[config.mk]
export PLATFORM = sky130hd
export DESIGN_NAME = rdrv_register_map
export DESIGN_NICKNAME = d
export VERILOG_FILES = /design/src/rdrv_pkg.sv /design/src/rdrv_i2c_slave.sv /design/src/rdrv_register_map.sv
export SDC_FILE = /design/constraint.sdc
export NUM_CORES = 1
export LEC_CHECK = 0
export ABC_AREA = 0
export BUFFER_PORTS_ARGS = -buffer_cell sky130_fd_sc_hd__clkbuf_2
export CORE_MARGIN = 2
export CORE_UTILIZATION = 45
export DETAILED_ROUTE_END_ITERATION = 7
export PLACE_DENSITY_LB_ADDON = 0.25
export REMOVE_ABC_BUFFERS = 1
export SETUP_SLACK_MARGIN = 0.02
export SYNTH_ARGS = -nofsm -noshare
export SYNTH_HDL_FRONTEND = slang
export SYNTH_SLANG_ARGS = --single-unit
[constraint.sdc]
create_clock -name sys_clk -period 2.7 [get_ports sys_clk]
set_input_delay 0.135 -clock sys_clk [delete_from_list [all_inputs] [get_ports sys_clk]]
set_output_delay 0.135 -clock sys_clk [all_outputs]
set_load 0.01 [all_outputs]
[src/rdrv_pkg.sv]
// package of register map constants and carrier types for the redriver bank
package rdrv_pkg;

  // ---------------------------------------------------------------------------
  // secondary address straps (five-level pins coded 0..4, 4 = floating)
  // ---------------------------------------------------------------------------
  localparam logic [2:0] LVL_FLOAT    = 3'h4;
  localparam logic [2:0] LVL_L2       = 3'h2;
  localparam logic [2:0] LVL_L3       = 3'h3;
  localparam logic [6:0] ADDR_L2_L2   = 7'h2C;
  localparam logic [6:0] ADDR_L3_BASE = 7'h30;
  localparam logic [6:0] ADDR_NONE    = 7'h00;
  localparam logic [2:0] MODE_SECONDARY = 3'h2;

  // ---------------------------------------------------------------------------
  // window decode of the 8-bit register space
  // ---------------------------------------------------------------------------
  localparam logic [2:0] WIN_CH0     = 3'h0;
  localparam logic [2:0] WIN_CH1     = 3'h1;
  localparam logic [2:0] WIN_CH2     = 3'h2;
  localparam logic [2:0] WIN_CH3     = 3'h3;
  localparam logic [2:0] WIN_BC_ALL  = 3'h4;
  localparam logic [2:0] WIN_BC_01   = 3'h5;
  localparam logic [2:0] WIN_BC_23   = 3'h6;
  localparam logic [2:0] WIN_SHARED  = 3'h7;

  // channel window offsets
  localparam logic [4:0] OFS_BOOST   = 5'h01;
  localparam logic [4:0] OFS_PROFILE = 5'h03;
  localparam logic [4:0] OFS_TEST    = 5'h04;

  // shared register addresses
  localparam logic [7:0] ADR_RESET_LOAD = 8'hE2;
  localparam logic [7:0] ADR_LOAD_STAT  = 8'hE3;
  localparam logic [7:0] ADR_IDENT_LOW  = 8'hF0;
  localparam logic [7:0] ADR_IDENT_HIGH = 8'hF1;

  // control bits of the reset/load register
  localparam int BIT_SOFT_RESET   = 6;
  localparam int BIT_LOADER_RESET = 5;
  localparam int BIT_FORCE_LOAD   = 0;

  // field masks and reset values
  localparam logic [7:0] BOOST_MASK    = 8'hFF;
  localparam logic [7:0] BOOST_RESET   = 8'h00;
  localparam logic [7:0] PROFILE_MASK  = 8'h7F;
  localparam logic [7:0] PROFILE_RESET = 8'h05;
  localparam logic [7:0] TEST_MASK     = 8'h04;
  localparam logic [7:0] TEST_RESET    = 8'h00;
  localparam logic [7:0] IDENT_LOW_MASK = 8'h0E;

  // i2c timing: 20 MHz clock, 400 kHz bus
  localparam int CLK_HZ     = 20000000;
  localparam int BUS_MAX_HZ = 400000;
  localparam int CLK_PER_SCL = CLK_HZ / BUS_MAX_HZ;

  // per-channel settings
  typedef struct packed {
    logic [7:0] boost;
    logic [7:0] profile;
    logic [7:0] test;
  } rdrv_chan_type;

  // loader status from the configuration loader
  typedef struct packed {
    logic       done;
    logic       fail;
    logic [1:0] tries;
  } rdrv_load_type;

endpackage

[src/rdrv_i2c_slave.sv]
// i2c secondary byte engine: address match, register pointer, read and write
`timescale 1ns/100ps
module rdrv_i2c_slave (
  input  wire logic       sys_clk,   // system clock
  input  wire logic       rst_b,     // async reset, active low
  input  wire logic       sclIn,     // synchronised scl
  input  wire logic       sdaIn,     // synchronised sda
  input  wire logic       enable,    // secondary mode selected
  input  wire logic [6:0] myAddr,    // own address, zero when none
  input  wire logic [7:0] rdData,    // read data for regAddr
  output logic            sdaOe,     // pull sda low
  output logic            wrStb,     // one-cycle write strobe
  output logic [7:0]      regAddr,   // register pointer
  output logic [7:0]      wrData     // write data
);

  // ---------------------------------------------------------------------------
  // bus condition detect
  // ---------------------------------------------------------------------------
  typedef enum logic [2:0] {
    S_IDLE = 3'h0, S_ADDR = 3'h1, S_AACK = 3'h3, S_PTR = 3'h2,
    S_WDAT = 3'h4, S_RDAT = 3'h7, S_RACK = 3'h5, S_DACK = 3'h6
  } rdrv_i2c_state_type;

  rdrv_i2c_state_type state_q;
  logic        sclD_q, sdaD_q;
  logic [7:0]  shift_q;
  logic [3:0]  bitCnt_q;
  logic        rnw_q;
  logic        sclRise, sclFall, start, stop;

  assign sclRise = sclIn & ~sclD_q;
  assign sclFall = ~sclIn & sclD_q;
  assign start   = sclIn & sclD_q & sdaD_q & ~sdaIn;
  assign stop    = sclIn & sclD_q & ~sdaD_q & sdaIn;

  // edge history
  always_ff @(posedge sys_clk or negedge rst_b) begin
    if (!rst_b) begin
      sclD_q <= 1'b1;
      sdaD_q <= 1'b1;
    end else begin
      sclD_q <= sclIn;
      sdaD_q <= sdaIn;
    end
  end

  // ---------------------------------------------------------------------------
  // protocol state machine
  // ---------------------------------------------------------------------------
  always_ff @(posedge sys_clk or negedge rst_b) begin
    if (!rst_b) begin
      state_q   <= S_IDLE;
      shift_q   <= 8'h00;
      bitCnt_q  <= 4'h0;
      rnw_q     <= 1'b0;
      sdaOe     <= 1'b0;
      wrStb     <= 1'b0;
      regAddr   <= 8'h00;
      wrData    <= 8'h00;
    end else begin
      wrStb <= 1'b0;
      if (!enable || stop) begin
        state_q <= S_IDLE;
        sdaOe   <= 1'b0;
      end else if (start) begin
        state_q  <= S_ADDR;
        bitCnt_q <= 4'h0;
        sdaOe    <= 1'b0;
      end else begin
        case (state_q)
          S_IDLE: begin
            sdaOe <= 1'b0;
          end
          S_ADDR, S_PTR, S_WDAT: begin
            if (sclRise) begin
              shift_q  <= {shift_q[6:0], sdaIn};
              bitCnt_q <= bitCnt_q + 4'h1;
            end
            if (sclFall && bitCnt_q == 4'h8) begin
              bitCnt_q <= 4'h0;
              if (state_q == S_ADDR) begin
                if (myAddr != 7'h00 && shift_q[7:1] == myAddr) begin
                  rnw_q     <= shift_q[0];
                  sdaOe     <= 1'b1;
                  state_q   <= S_AACK;
                end else begin
                  state_q <= S_IDLE;
                end
              end else if (state_q == S_PTR) begin
                regAddr   <= shift_q;
                sdaOe     <= 1'b1;
                state_q   <= S_DACK;
              end else begin
                wrData  <= shift_q;
                wrStb   <= 1'b1;
                sdaOe   <= 1'b1;
                state_q <= S_DACK;
              end
            end
          end
          S_AACK: begin
            if (sclFall) begin
              if (rnw_q) begin
                shift_q <= rdData;
                sdaOe   <= ~rdData[7];
                state_q <= S_RDAT;
              end else begin
                sdaOe   <= 1'b0;
                state_q <= S_PTR;
              end
            end
          end
          S_DACK: begin
            if (sclFall) begin
              sdaOe <= 1'b0;
              state_q <= S_WDAT;
            end
          end
          S_RDAT: begin
            if (sclFall) begin
              bitCnt_q <= bitCnt_q + 4'h1;
              if (bitCnt_q == 4'h7) begin
                sdaOe   <= 1'b0;
                state_q <= S_RACK;
              end else begin
                shift_q <= {shift_q[6:0], 1'b0};
                sdaOe   <= ~shift_q[6];
              end
            end
          end
          S_RACK: begin
            if (sclRise) begin
              regAddr <= regAddr + 8'h01;
              state_q <= sdaIn ? S_IDLE : S_AACK;
              bitCnt_q <= 4'h0;
            end
          end
          default: state_q <= S_IDLE;
        endcase
        // pointer advances after each written data byte
        if (wrStb) begin
          regAddr <= regAddr + 8'h01;
        end
      end
    end
  end

endmodule

[src/rdrv_register_map.sv]
// top of the redriver register bank behind the i2c secondary port
`timescale 1ns/100ps
module rdrv_register_map #(
  parameter logic [2:0] IDENT_LOW_CODE  = 3'h5, // arbitrary value
  parameter logic [7:0] IDENT_HIGH_CODE = 8'hA5 // arbitrary value
) (
  input  wire logic                   sys_clk,       // 20 MHz clock
  input  wire logic                   rst_b,         // async reset, low
  input  wire logic                   sclPin,        // scl from pin
  input  wire logic                   sdaPin,        // sda from pin
  output logic                        sdaOut,        // sda drive value
  output logic                        sdaOe,         // sda drive enable
  input  wire logic [2:0]             addr_strap_hi, // high address strap
  input  wire logic [2:0]             addr_strap_lo, // low address strap
  input  wire logic [2:0]             modeStrap,     // mode strap level
  input  wire rdrv_pkg::rdrv_load_type loadStatA,    // loader status set a
  input  wire rdrv_pkg::rdrv_load_type loadStatB,    // loader status set b
  output logic                        loaderReset,   // loader reset pulse
  output logic                        forceLoad,     // forced load pulse
  output rdrv_pkg::rdrv_chan_type     chanCfg [4]    // channel settings
);

  // ---------------------------------------------------------------------------
  // elaboration check
  // ---------------------------------------------------------------------------
  // the two-flop pin path needs several clocks in every bus phase
  if (rdrv_pkg::CLK_PER_SCL < 8) begin : g_chk
    $error("system clock too slow for the bus rate");
  end

  // shared registers must decode inside the shared window
  if (rdrv_pkg::ADR_RESET_LOAD[7:5] != rdrv_pkg::WIN_SHARED
      || rdrv_pkg::ADR_LOAD_STAT[7:5] != rdrv_pkg::WIN_SHARED
      || rdrv_pkg::ADR_IDENT_LOW[7:5] != rdrv_pkg::WIN_SHARED
      || rdrv_pkg::ADR_IDENT_HIGH[7:5] != rdrv_pkg::WIN_SHARED) begin : g_win
    $error("shared register outside the shared window");
  end

  // ---------------------------------------------------------------------------
  // pin synchronisers
  // ---------------------------------------------------------------------------
  logic [1:0] sclSync_q, sdaSync_q;
  logic [2:0] modeS1_q, modeS2_q, hiS1_q, hiS2_q, loS1_q, loS2_q;

  // two flops on every pin input
  // scl and sda idle high, so their flops reset to one: no false edge
  always_ff @(posedge sys_clk or negedge rst_b) begin
    if (!rst_b) begin
      sclSync_q <= 2'h3;
      sdaSync_q <= 2'h3;
      modeS1_q  <= 3'h0;
      modeS2_q  <= 3'h0;
      hiS1_q    <= 3'h0;
      hiS2_q    <= 3'h0;
      loS1_q    <= 3'h0;
      loS2_q    <= 3'h0;
    end else begin
      sclSync_q <= {sclSync_q[0], sclPin};
      sdaSync_q <= {sdaSync_q[0], sdaPin};
      modeS1_q  <= modeStrap;
      modeS2_q  <= modeS1_q;
      hiS1_q    <= addr_strap_hi;
      hiS2_q    <= hiS1_q;
      loS1_q    <= addr_strap_lo;
      loS2_q    <= loS1_q;
    end
  end

  // ---------------------------------------------------------------------------
  // address selection from straps
  // ---------------------------------------------------------------------------
  // reserved or floating strap combinations give address zero: no answer
  function automatic logic [6:0] strapAddr(input logic [2:0] hi,
                                           input logic [2:0] lo);
    logic [6:0] a;
    a = rdrv_pkg::ADDR_NONE;
    if (hi == rdrv_pkg::LVL_L2 && lo == rdrv_pkg::LVL_L2) begin
      a = rdrv_pkg::ADDR_L2_L2;
    end else if (hi == rdrv_pkg::LVL_L3 && lo != rdrv_pkg::LVL_FLOAT
                 && lo < rdrv_pkg::LVL_FLOAT) begin
      a = rdrv_pkg::ADDR_L3_BASE + {3'h0, lo[1:0], 1'b0};
    end
    return a;
  endfunction

  logic [6:0] myAddr;
  logic       secEnable;
  assign myAddr    = strapAddr(hiS2_q, loS2_q);
  assign secEnable = (modeS2_q == rdrv_pkg::MODE_SECONDARY);

  // ---------------------------------------------------------------------------
  // bus engine
  // ---------------------------------------------------------------------------
  logic       wrStb, engOe;
  logic [7:0] regAddr, wrData, rdData;

  rdrv_i2c_slave u_slave (
    .sys_clk (sys_clk),
    .rst_b   (rst_b),
    .sclIn   (sclSync_q[1]),
    .sdaIn   (sdaSync_q[1]),
    .enable  (secEnable),
    .myAddr  (myAddr),
    .rdData  (rdData),
    .sdaOe   (engOe),
    .wrStb   (wrStb),
    .regAddr (regAddr),
    .wrData  (wrData)
  );

  // open drain: drive low only
  // the extra flop adds one cycle of ack delay; bus phases leave margin
  always_ff @(posedge sys_clk or negedge rst_b) begin
    if (!rst_b) begin
      sdaOe  <= 1'b0;
      sdaOut <= 1'b0;
    end else begin
      sdaOe  <= engOe;
      sdaOut <= 1'b0;
    end
  end

  // ---------------------------------------------------------------------------
  // window decode
  // ---------------------------------------------------------------------------
  // per-channel write enables; broadcast windows set several bits
  function automatic logic [3:0] writeSel(input logic [2:0] win);
    logic [3:0] s;
    s = 4'h0;
    case (win)
      rdrv_pkg::WIN_CH0:    s = 4'h1;
      rdrv_pkg::WIN_CH1:    s = 4'h2;
      rdrv_pkg::WIN_CH2:    s = 4'h4;
      rdrv_pkg::WIN_CH3:    s = 4'h8;
      rdrv_pkg::WIN_BC_ALL: s = 4'hF;
      rdrv_pkg::WIN_BC_01:  s = 4'h3;
      rdrv_pkg::WIN_BC_23:  s = 4'hC;
      default:              s = 4'h0;
    endcase
    return s;
  endfunction

  // broadcast windows read back one representative channel
  function automatic logic [1:0] readSel(input logic [2:0] win);
    logic [1:0] c;
    c = 2'h0;
    case (win)
      rdrv_pkg::WIN_CH1:   c = 2'h1;
      rdrv_pkg::WIN_CH2:   c = 2'h2;
      rdrv_pkg::WIN_CH3:   c = 2'h3;
      rdrv_pkg::WIN_BC_23: c = 2'h2;
      rdrv_pkg::WIN_BC_ALL: c = 2'h0;
      rdrv_pkg::WIN_BC_01: c = 2'h0;
      default:             c = 2'h0;
    endcase
    return c;
  endfunction

  // one control bit written to the reset/load register in this cycle
  function automatic logic ctrlBit(input logic       stb,
                                   input logic [7:0] a,
                                   input logic [7:0] d,
                                   input int         b);
    logic hit;
    hit = stb && a == rdrv_pkg::ADR_RESET_LOAD && d[b];
    return hit;
  endfunction

  logic [2:0] win;
  logic [4:0] ofs;
  logic       softReset;
  assign win = regAddr[7:5];
  assign ofs = regAddr[4:0];
  assign softReset = ctrlBit(wrStb, regAddr, wrData,
                             rdrv_pkg::BIT_SOFT_RESET);

  // ---------------------------------------------------------------------------
  // channel registers
  // ---------------------------------------------------------------------------
  rdrv_pkg::rdrv_chan_type chan_q [4];
  logic [3:0] sel;
  assign sel = writeSel(win);

  // masked writes per channel, soft reset restores defaults
  // soft reset outranks a data write landing in the same cycle
  always_ff @(posedge sys_clk or negedge rst_b) begin
    if (!rst_b) begin
      for (int i = 0; i < 4; i++) begin
        chan_q[i].boost   <= rdrv_pkg::BOOST_RESET;
        chan_q[i].profile <= rdrv_pkg::PROFILE_RESET;
        chan_q[i].test    <= rdrv_pkg::TEST_RESET;
      end
    end else if (softReset) begin
      for (int i = 0; i < 4; i++) begin
        chan_q[i].boost   <= rdrv_pkg::BOOST_RESET;
        chan_q[i].profile <= rdrv_pkg::PROFILE_RESET;
        chan_q[i].test    <= rdrv_pkg::TEST_RESET;
      end
    end else if (wrStb) begin
      for (int i = 0; i < 4; i++) begin
        if (sel[i]) begin
          case (ofs)
            rdrv_pkg::OFS_BOOST:
              chan_q[i].boost <= wrData & rdrv_pkg::BOOST_MASK;
            rdrv_pkg::OFS_PROFILE:
              chan_q[i].profile <= wrData & rdrv_pkg::PROFILE_MASK;
            rdrv_pkg::OFS_TEST:
              chan_q[i].test <= wrData & rdrv_pkg::TEST_MASK;
            default: chan_q[i].boost <= chan_q[i].boost;
          endcase
        end
      end
    end
  end

  // registered copies for the outputs
  // outputs trail the internal registers by one cycle
  always_ff @(posedge sys_clk or negedge rst_b) begin
    if (!rst_b) begin
      for (int i = 0; i < 4; i++) begin
        chanCfg[i] <= {rdrv_pkg::BOOST_RESET, rdrv_pkg::PROFILE_RESET,
                       rdrv_pkg::TEST_RESET};
      end
    end else begin
      for (int i = 0; i < 4; i++) begin
        chanCfg[i] <= chan_q[i];
      end
    end
  end

  // ---------------------------------------------------------------------------
  // shared control: self-clearing pulses
  // each pulse lasts one cycle; no control bit is stored
  // ---------------------------------------------------------------------------
  always_ff @(posedge sys_clk or negedge rst_b) begin
    if (!rst_b) begin
      loaderReset <= 1'b0;
      forceLoad   <= 1'b0;
    end else begin
      loaderReset <= ctrlBit(wrStb, regAddr, wrData,
                             rdrv_pkg::BIT_LOADER_RESET);
      forceLoad   <= ctrlBit(wrStb, regAddr, wrData,
                             rdrv_pkg::BIT_FORCE_LOAD);
    end
  end

  // ---------------------------------------------------------------------------
  // read mux
  // ---------------------------------------------------------------------------
  function automatic logic [7:0] chanRead(input rdrv_pkg::rdrv_chan_type c,
                                          input logic [4:0] o);
    logic [7:0] r;
    r = 8'h00;
    case (o)
      rdrv_pkg::OFS_BOOST:   r = c.boost;
      rdrv_pkg::OFS_PROFILE: r = c.profile & rdrv_pkg::PROFILE_MASK;
      rdrv_pkg::OFS_TEST:    r = c.test & rdrv_pkg::TEST_MASK;
      default:               r = 8'h00;
    endcase
    return r;
  endfunction

  // shared window reads; self-clearing bits read zero
  // combinational on the pointer; the engine loads it at the ack edge
  always_comb begin
    rdData = 8'h00;
    if (win == rdrv_pkg::WIN_SHARED) begin
      case (regAddr)
        rdrv_pkg::ADR_RESET_LOAD: rdData = 8'h00;
        rdrv_pkg::ADR_LOAD_STAT:
          rdData = {loadStatA, loadStatB};
        rdrv_pkg::ADR_IDENT_LOW:
          rdData = {4'h0, IDENT_LOW_CODE, 1'b0};
        rdrv_pkg::ADR_IDENT_HIGH:
          rdData = IDENT_HIGH_CODE;
        default: rdData = 8'h00;
      endcase
    end else begin
      rdData = chanRead(chan_q[readSel(win)], ofs);
    end
  end

endmodule

======== Yosys cells after proc, flatten, opt, wreduce, memory -nomap -nowiden ========
Index checks and enable logic that the tools add are counted.
storage, ports and cells
  word-level logic and storage cells ...... 232
  register bits ........................... 253
  input port bits ......................... 21
operators by class
  $lt $le $gt $ge ......................... 2
  mux-type cells .......................... 68
  add/subtract/negate cells ............... 3
  reduce and logical (&&, ||, !) cells .... 48
  equality and inequality tests ........... 48
  bitwise gates (word level) .............. 18
operators by type and width
  cell                                                                     count
  96-bit 2-to-1 mux                                                        2
  24-bit 2-to-1 mux                                                        6
  8-bit 2-to-1 mux                                                         14
  8-bit case mux with 3 select lines                                       3
  24-bit binary-select mux with 2-bit select                               1
  3-bit AND reduction                                                      12
  8-bit == test, second input constant                                     4
  3-bit 2-to-1 mux                                                         10
  4-bit by 1-bit inequality test with 1-bit output, second input constant  7
  4-bit case mux with 7 select lines                                       1
  3-bit by 2-bit == test with 1-bit output, second input constant          8
  3-bit == test, second input constant                                     8
  7-bit nonzero test                                                       3
  4-bit 2-to-1 mux                                                         5
  6-bit AND reduction                                                      3
  1-bit 2-to-1 mux                                                         16
  8-bit case mux with 2 select lines                                       1
  2-bit nonzero test                                                       8
  3-bit by 1-bit inequality test with 1-bit output, second input constant  5
  3-bit case mux with 5 select lines                                       1
  7-bit 2-to-1 mux                                                         2
  7-bit AND reduction                                                      2
  4-bit case mux with 3 select lines                                       1
  1-bit inverter                                                           10
  other kinds (32)                                                         54

======== Depth between registers and ports, before layout ========
Gate-level depths: netlist of run 1.
  word-level depth ........................ 16
  mapped depth ............................ 10
  depth with buffers taken out ............ 8

======== Modules after synthesis ========
Synthesis of run 1 repeated with hierarchy kept, for this count alone.
second synthesis, totals
  cells, all modules ...................... 679
  area total of the unflattened synthesis .. 8159.1 sq um
by module, submodules not included
  module             cells each  area each (sq um)  times used  sequential area each (sq um)
  rdrv_register_map  436         5957.0             1           3853.7
  rdrv_i2c_slave     243         2202.1             1           903.4

======== Worst setup path before layout of run 1 ========
OpenSTA, ideal clock, no wires.
  path kind ............................... register to register
  start ................................... register u_slave.sclD_q
  end ..................................... register u_slave.regAddr[7]
  path buffers ............................ 0
  data required time ...................... 2.579 ns
  stages on the path, launching flop included .. 7
  arrival time ............................ 1.889 ns
  slack ................................... 0.690 ns
  setup time .............................. 0.121 ns
  cells stage by stage .................... dfstp_2 > nand2b_4 > or3_4 > or3_4 > a21oi_4 > o21ai_1 > a22o_1
on the way
  cells in the longest elaborated chain, start to end .. 6
  elaborated cells between the ends (all ways) .. 15
RTL lines
  what                             line                                        text
  from (decl)                      rdrv_i2c_slave.sv:26                        logic sclD_q, sdaD_q;
  from (signal assigned)           rdrv_i2c_slave.sv:43                        sclD_q <= sclIn;
  1-bit bitwise AND                rdrv_i2c_slave.sv:34, rdrv_i2c_slave.sv:35
  1-bit bitwise AND (2 in series)  rdrv_i2c_slave.sv:35                        assign stop = sclIn & sclD_q & ~sdaD_q & sdaIn;
  1-bit logical OR                 rdrv_i2c_slave.sv:63                        if (!enable || stop) begin
  1-bit inverter (no line)         n/a
  7-bit AND reduction (no line) *  n/a
  to (signal assigned)             rdrv_i2c_slave.sv:91                        regAddr <= shift_q;
  to (signal assigned)             rdrv_i2c_slave.sv:134                       regAddr <= regAddr + 8'h01;
  to (signal assigned)             rdrv_i2c_slave.sv:143                       regAddr <= regAddr + 8'h01;
  to (decl)                        rdrv_i2c_slave.sv:13                        output logic [7:0] regAddr,
Every way passes the cells marked *; elsewhere a longest branch is shown, timed or not.
A chain may end at the register's enable or synchronous reset.

======== Final worst setup path of run 1 ========
  start ................................... register u_slave.regAddr[1]
  end ..................................... register u_slave.shift_q[1]
on the way
  cells in the longest elaborated chain, start to end .. 6
  elaborated cells between the ends (all ways) .. 12
RTL lines
  what                                                          line                                                text
  8-bit == test (tied with other cells)                         rdrv_register_map.sv:268                            case (regAddr)
  8-bit case mux with 3 select lines, on equally long branches  rdrv_register_map.sv:268, rdrv_register_map.sv:254
  8-bit 2-to-1 mux *                                            rdrv_register_map.sv:267                            if (win == rdrv_pkg::WIN_SHARED) begin
  8-bit 2-to-1 mux *                                            rdrv_i2c_slave.sv:104                               if (rnw_q) begin
  8-bit 2-to-1 mux *                                            rdrv_i2c_slave.sv:103                               if (sclFall) begin
  8-bit case mux with 3 select lines *                          rdrv_i2c_slave.sv:71                                case (state_q)
  to (signal assigned)                                          rdrv_i2c_slave.sv:77                                shift_q <= {shift_q[6:0], sdaIn};
  to (signal assigned)                                          rdrv_i2c_slave.sv:105                               shift_q <= rdData;
  to (signal assigned)                                          rdrv_i2c_slave.sv:127                               shift_q <= {shift_q[6:0], 1'b0};
  to (decl)                                                     rdrv_i2c_slave.sv:27                                logic [7:0] shift_q;
Every way passes the cells marked *; elsewhere a longest branch is shown, timed or not. The select of a mux whose other input is x is not followed.

==> metrics.log, run 1 <==
[metrics] run status: finished, final reports clean
[metrics] synthesized area per cell: between 10 and 15 um2
[metrics] cts bufs inserted: 17
[metrics] number of standard cells after synthesis: 748
[metrics] first-pass GRT wire length: 29900 um
[metrics] Die Outline Area: ~19000 um2
[metrics] number of setup violations in the final report: 0
[metrics] via count of the first global-routing pass: 5416
[metrics] register bit total from synthesis: 189
[metrics] post-detailed-route wirelength per cell: 17.0 um
[metrics] number of input and output port buffers inserted: 87
[metrics] number of max-slew violations in the final report: 0
[metrics] clock transition at the registers of the reported paths: 0.07 ns
[metrics] Final Power: approximately 5400 uW
[metrics] number of warnings issued by yosys: 0
[metrics] worst supply voltage drop on vdd: about 0.45 mV
[metrics] share of post-route cells with drive strength above 1: approximately a quarter
[metrics] Req. time, crit path: 3.06 ns
[metrics] primary flip-flop cell chosen by synthesis mapping: sky130_fd_sc_hd__dfrtp_1
[metrics] Cell Area, Placed: 8760 um2
[metrics] top-area cell type share of the netlist area: between 50% and 60%
[metrics] unique cell type count in the Yosys netlist: 74
[metrics] maximum clock frequency: between 400 and 500 MHz
[metrics] insertion delay of the later-clocked pin in the worst-skew pair: roughly 0.44 ns
[metrics] Via Count: 5820
[metrics] ranking of synthesized cells by area: sky130_fd_sc_hd__dfrtp_1 (52%), sky130_fd_sc_hd__dfstp_2 (7.1%), sky130_fd_sc_hd__o21ai_0 (6.2%)
[metrics] worst-path fanout max: 11
[metrics] cell count after placement: 1052
[metrics] grt ovf: 0
[metrics] leakage power summed over all cells: 0.00427 uW
[metrics] largest net degree at the start of global routing: 87
[metrics] endpoint kind of the worst setup timing path: register
[metrics] net count reported at finish: 882
[metrics] number of antenna violations at the first check in global routing: 0
[metrics] die width: 138 um
[metrics] data arrival time of the critical path: approximately 2.8 ns
[metrics] Netlist Area Pre-Place: 8110 um2
[metrics] ANT cells: 0
[metrics] buffer type at the clock tree root: sky130_fd_sc_hd__clkbuf_16
[metrics] routed via count divided by cell count: 5.32
[metrics] fill cell instance count of the final layout: about 1600
[metrics] Max-slew headroom: 26.3%
[metrics] period utilization: 91.2%
[metrics] first-pass detailed-route iteration total: 5
[metrics] RSZ-0062 raised after global routing: no
[metrics] TNS Setup: 0 ns
[metrics] crit path kind: reg -> reg
[metrics] Sinks on Clock Net: 189
[metrics] measured slew at the worst slew-check pin: ~1.1 ns
[metrics] non-filler instance count after layout: 1095
[metrics] starting DRC count in detailed routing: 604
[metrics] initial standard-cell utilization of the core: a little under half
[metrics] # rows: 49
[metrics] clock skew after layout: 0.00877 ns
[metrics] residual DRC count: 0
[metrics] Non-Filler Cell Area, Final: ~9400 um2
[metrics] Fin. Hold Viols: 0
[metrics] chip height: ~140 um
[metrics] kind of start point of the critical path: register
[metrics] async set or reset register ratio after synthesis: 100%
[metrics] Core Box Area: ~18000 um2
[metrics] flip-flop and latch area: between 4000 and 5000 um2
[metrics] tightest hold margin: slightly above 0.06 ns
[metrics] Detail Route Antenna Nets: 0
[metrics] sequential cell area fraction in the yosys report: 58.7%
[metrics] Final GP Congestion: 0.881
[metrics] power density relative to cell area: 575 nW/um2
[metrics] Post-CTS Resized: 0
[metrics] area of the multi-input gates: 2990 um2
[metrics] maxcap violations: 0
[metrics] post-DP HPWL: ~13000 um
[metrics] number of buffers on the longest clock path: 2
[metrics] dominant cell type by area after synthesis: sky130_fd_sc_hd__dfrtp_1
[metrics] area growth from synthesis to layout: 16.5%
[metrics] highest-count cells in the layout ignoring fill and taps: sky130_fd_sc_hd__dfrtp_1 (167), sky130_fd_sc_hd__nand2_1 (115), sky130_fd_sc_hd__o21ai_0 (100)
[metrics] TritonCTS clock tree: built
[metrics] overall routing resource usage: just under 20%
[metrics] # H-tree levels: 4
[metrics] commonest non-fill, non-tap cell in the layout: sky130_fd_sc_hd__dfrtp_1
[metrics] shortest clock period the worst path allows after layout: 2.46 ns
[metrics] number of flops mapped to enable cells by yosys: 0
[metrics] HP Class: in -> reg
[metrics] register-to-register setup slack: 0.24 ns
[metrics] # IOs: 121
[metrics] final WL: 18600 um
==> cell families (layout without fill, tap and decap cells) <==
logic type	count (synthesis)	after routing	share of synthesized area, %
flops	189	189	58.7
mux	25	25	3.33
buf+inv	82	168	5.97
fa+ha+maj	7	7	1.17
xor+xnor	5	5	0.540
compound gates	219	219	17.0
other cells	1	33	0.0463
simple gates	220	220	13.2
==> where the power goes <==
group          total [uW]  switching, uW  internal, uW
logic                 152            105          47.7
clock network        2400           1170          1240
registers            2880           18.7          2860
total                5430           1290          4140
==> synth_stat cells, drive strengths merged, types with 3 or more instances <==
cell / instances
mux2: 16
nor3: 13
and2: 3
inv: 13
clkbuf: 13
o21a: 3
dfrtp: 167
nand3: 12
nor2b: 8
nor4b: 3
o221ai: 17
nor4bb: 3
nand2b: 14
a21o: 3
ha: 6
a311oi: 4
buf: 56
a22o: 3
mux2i: 9
nor2: 33
o22ai: 10
dfstp: 22
a22oi: 6
a21boi: 3
xnor2: 3
nand2: 115
o31ai: 4
or3: 3
a21oi: 29
o21ai: 116
==> timing repair <==
action                                 CTS  global route
endpoints found under the hold margin   87             0
hold buffers                            12             0
buffers inserted                         0             0
==> through the flow <==
stage,setup slack [ns],util (%)
floorplan,0.136,-
global placement,0.261,49.1
detailed placement,0.297,49.1
CTS,0.246,53.0
global route,0.0619,53.0
finish,0.238,53.0
==> state kept, by name (all words and copies together) (netlist names), 2 cells and up <==
signal            count
sclSync_q             2
loS1_q                3
chanCfg              64
sdaSync_q             2
u_slave.shift_q       8
modeS2_q              3
chan_q               64
hiS2_q                3
u_slave.bitCnt_q      4
hiS1_q                3
u_slave.state_q       3
loS2_q                3
u_slave.regAddr       8
modeS1_q              3
u_slave.wrData        8
==> final timing paths <==
path / startpoint / to / cells after the start
worst min register to register: loS1_q[1]$_DFF_PN0_ / loS2_q[1]$_DFF_PN0_ / 0
max in group asynchronous: rst_b / u_slave.sclD_q$_DFF_PN1_ / 3
worst max register to register: u_slave.regAddr[1]$_DFFE_PN0P_ / u_slave.shift_q[1]$_DFFE_PN0P_ / 7
worst max-delay path: u_slave.regAddr[1]$_DFFE_PN0P_ / u_slave.shift_q[1]$_DFFE_PN0P_ / 7
min in group asynchronous: rst_b / chanCfg[9]$_DFF_PN0_ / 2
worst min-delay path: loadStatA[1] / u_slave.shift_q[5]$_DFFE_PN0P_ / 4
==> layer usage <==
| metal | GRT usage (%) | up-vias | share of wire, % |
|---|---|---|---|
| li1 | - | 2787 | - |
| met1 | 29.9 | 2823 | 48 |
| met2 | 29.0 | 185 | 45 |
| met3 | 4.23 | 25 | 5.5 |
| met4 | 6.44 | 0 | 2.0 |
| met5 | 0 | - | 0 |
==> worst max-delay path, stage by stage (launching register included) <==
cell and delay [ns]:
sky130_fd_sc_hd__dfrtp_1 0.43, sky130_fd_sc_hd__ha_1 0.28, sky130_fd_sc_hd__or4b_1 0.69, sky130_fd_sc_hd__a21oi_1 0.20, sky130_fd_sc_hd__o221ai_1 0.20, sky130_fd_sc_hd__a311oi_1 0.37, sky130_fd_sc_hd__a21oi_1 0.07, sky130_fd_sc_hd__o21ai_1 0.13
==> final cells by class <==
type	instances	area share, %
Timing Repair Buffer	124	8.49
Tap cell	229	3.03
Sequential cell	189	50.3
Clock inverter	13	1.36
Inverter	13	0.516
Multi-Input combinational cell	509	31.6
Clock buffer	18	4.65
(Power assumes the default switching activity.)
==> run 2: changes to the inputs <==
Settings changed: CORE_UTILIZATION 45 to 34.
==> metrics.log, run 2 (synthesized netlist as in run 1, its figures left out) <==
[metrics] run status: finished, final reports clean
[metrics] crit path to: u_slave.shift_q[3]$_DFFE_PN0P_
[metrics] Core Box Area: 23500 um2
[metrics] cell chain of the critical path: ha_1 > or4b_4 > a21oi_1 > o221ai_1 > a311oi_1 > a21oi_1 > o21ai_1
[metrics] Max-slew headroom: 32.7%
[metrics] shortest clock period the worst path allows after layout: 2.53 ns
[metrics] first-pass GRT wire length: 32500 um
[metrics] Critical-path top delay cell: sky130_fd_sc_hd__or4b_4
[metrics] met3 wire len: between 1000 and 1500 um
[metrics] cts bufs inserted: 17
[metrics] die width: around 160 um
[metrics] number of buffers inserted by post-CTS setup repair: 0
[metrics] clock transition at the registers of the reported paths: about 0.070 ns
[metrics] Max Used Layer: met4
[metrics] grt ovf: 0
[metrics] number of setup violations in the final report: 0
[metrics] data arrival time of the critical path: ~2.9 ns
[metrics] Worst Reg-to-Reg Cells: 7
[metrics] commonest non-fill, non-tap cell in the layout: sky130_fd_sc_hd__dfrtp_1
[metrics] detailed-routing wirelength on met1: 10100 um
[metrics] Fin. Hold Viols: 0
[metrics] power density relative to cell area: 580 nW/um2
[metrics] tightest hold margin: 0.0716 ns
[metrics] clock skew after layout: 0.0109 ns
[metrics] measured slew at the worst slew-check pin: 1.00 ns
[metrics] # H-tree levels: 4
[metrics] # rows: 56
[metrics] overall routing resource usage: 17.1%
[metrics] period utilization: 93.5%
[metrics] number of input and output port buffers inserted: 87
[metrics] Detail Route Antenna Nets: 0
[metrics] insertion delay of the later-clocked pin in the worst-skew pair: 0.44 ns
[metrics] Sinks on Clock Net: 189
[metrics] cell count after placement: 1149
[metrics] kind of start point of the critical path: register
[metrics] CP peak stage delay: 0.61 ns
[metrics] maxcap violations: 0
[metrics] Die Outline Area: 25100 um2
[metrics] Critical R2R Launch: u_slave.regAddr[1]$_DFFE_PN0P_
[metrics] net count reported at finish: 889
[metrics] RSZ-0062 raised after global routing: no
[metrics] worst supply voltage drop on vdd: about 0.35 mV
[metrics] Non-Filler Cell Area, Final: 9610 um2
[metrics] flip-flop and latch area: 4760 um2
[metrics] number of buffers on the longest clock path: 2
[metrics] HP Class: in -> reg
[metrics] post-detailed-route wirelength per cell: 17.2 um
[metrics] starting DRC count in detailed routing: 479
[metrics] first-pass detailed-route iteration total: 7
[metrics] fill cell instance count of the final layout: 2243
[metrics] initial standard-cell utilization of the core: approximately a third
[metrics] routed via count divided by cell count: about 5.0
[metrics] ANT cells: 0
[metrics] area of the multi-input gates: between 2000 and 3000 um2
[metrics] # IOs: 121
[metrics] FF-to-FF End: u_slave.shift_q[3]$_DFFE_PN0P_
[metrics] non-filler instance count after layout: 1193
[metrics] worst-path fanout max: 11
[metrics] largest registers: chanCfg x64, chan_q x64
[metrics] register-to-register setup slack: 0.17 ns
[metrics] Final GP Congestion: 0.892
[metrics] number of max-slew violations in the final report: 0
[metrics] leakage power summed over all cells: 0.00431 uW
[metrics] maximum clock frequency: 396 MHz
[metrics] share of post-route cells with drive strength above 1: 24.5%
[metrics] final WL: 20500 um
[metrics] endpoint kind of the worst setup timing path: register
[metrics] crit path kind: reg -> reg
[metrics] TNS Setup: 0 ns
[metrics] cell repeated most along the worst path: sky130_fd_sc_hd__a21oi_1
[metrics] number of antenna violations at the first check in global routing: 0
[metrics] detailed route wirelength on metal2: 8690 um
[metrics] buffer type at the clock tree root: sky130_fd_sc_hd__clkbuf_16
[metrics] residual DRC count: 0
[metrics] TritonCTS clock tree: built
[metrics] Cell Area, Placed: 8880 um2
[metrics] largest net degree at the start of global routing: a little under 90
[metrics] highest-count cells in the layout ignoring fill and taps: sky130_fd_sc_hd__dfrtp_1 (167), sky130_fd_sc_hd__nand2_1 (115), sky130_fd_sc_hd__o21ai_0 (100)
[metrics] worst setup path start: u_slave.regAddr[1]$_DFFE_PN0P_
[metrics] chip height: 158 um
[metrics] area growth from synthesis to layout: 18.5%
[metrics] Req. time, crit path: 3.05 ns
[metrics] Via Count: 5932
[metrics] via count of the first global-routing pass: 5475
[metrics] post-DP HPWL: 14600 um
run 2: changes by cell type in the layout (fill, tap and decap cells not counted), moves of 2 or more:
cell and change:
sky130_fd_sc_hd__inv_8 +2, sky130_fd_sc_hd__inv_12 +3, sky130_fd_sc_hd__buf_12 -4, sky130_fd_sc_hd__buf_4 +11, sky130_fd_sc_hd__clkinv_4 -3
run 2: timing repair:
item / 4_1_cts / 5_1_grt
hold buffers: 12 / 0
gates resized for setup: 1 / 0
endpoints found under the hold margin: 75 / 0
setup endpoints to repair: 1 / 0
run 2: worst max-delay path: cells and delay by family (launching register included):
kind	cells	cell delay (ns)
and+or+nand+nor	1	0.61
adders and majority gates	1	0.30
DFF	1	0.44
AOI/OAI and AO/OA	5	1.09
run 2: how the worst min path moves through the flow:
stage,slack [ns],to,start,cells after the start
after detailed placement,0.22,sdaSync_q[0]$_DFF_PN1_,sdaPin,1
after global routing,0.08,u_slave.shift_q[5]$_DFFE_PN0P_,loadStatA[1],4
after CTS,0.05,u_slave.shift_q[5]$_DFFE_PN0P_,loadStatA[1],4
final,0.07,u_slave.shift_q[5]$_DFFE_PN0P_,loadStatA[1],4
after global placement,0.22,sdaSync_q[0]$_DFF_PN1_,sdaPin,1
after floorplan,-0.16,chanCfg[11]$_DFF_PN0_,rst_b,0
run 2: through the flow:
| stage | util [%] | power [uW] | setup slack, ns |
|---|---|---|---|
| finish | 40.9 | 5570 | 0.175 |
| global route | 40.9 | 5790 | 0.115 |
| CTS | 40.9 | 5660 | 0.197 |
| detailed placement | 37.8 | 3080 | 0.0543 |
| global placement | 37.8 | 3080 | 0.0208 |
| floorplan | - | 2980 | 0.136 |
run 2: area by class of cell:
class / instances / area share (%)
sequential: 189 / 49.5
multi-input combinational: 509 / 31.1
timing repair buffer: 131 / 8.37
clock buffer: 17 / 4.43
tap: 319 / 4.15
clock inverter: 15 / 1.89
inverter: 13 / 0.508
run 2: power breakdown:
| part | leakage, uW | internal, uW | switching [uW] |
|---|---|---|---|
| clock | 0.000293 | 1270 | 1270 |
| sequential | 0.00248 | 2860 | 17.5 |
| combinational | 0.00154 | 46.9 | 109 |
run 2: layer usage:
| layer | track usage, % | up-vias |
|---|---|---|
| met1 | 26.0 | 2886 |
| met2 | 24.2 | 218 |
| met3 | 4.08 | 21 |
| met5 | 0 | - |
| met4 | 4.85 | 0 |
| li1 | - | 2807 |
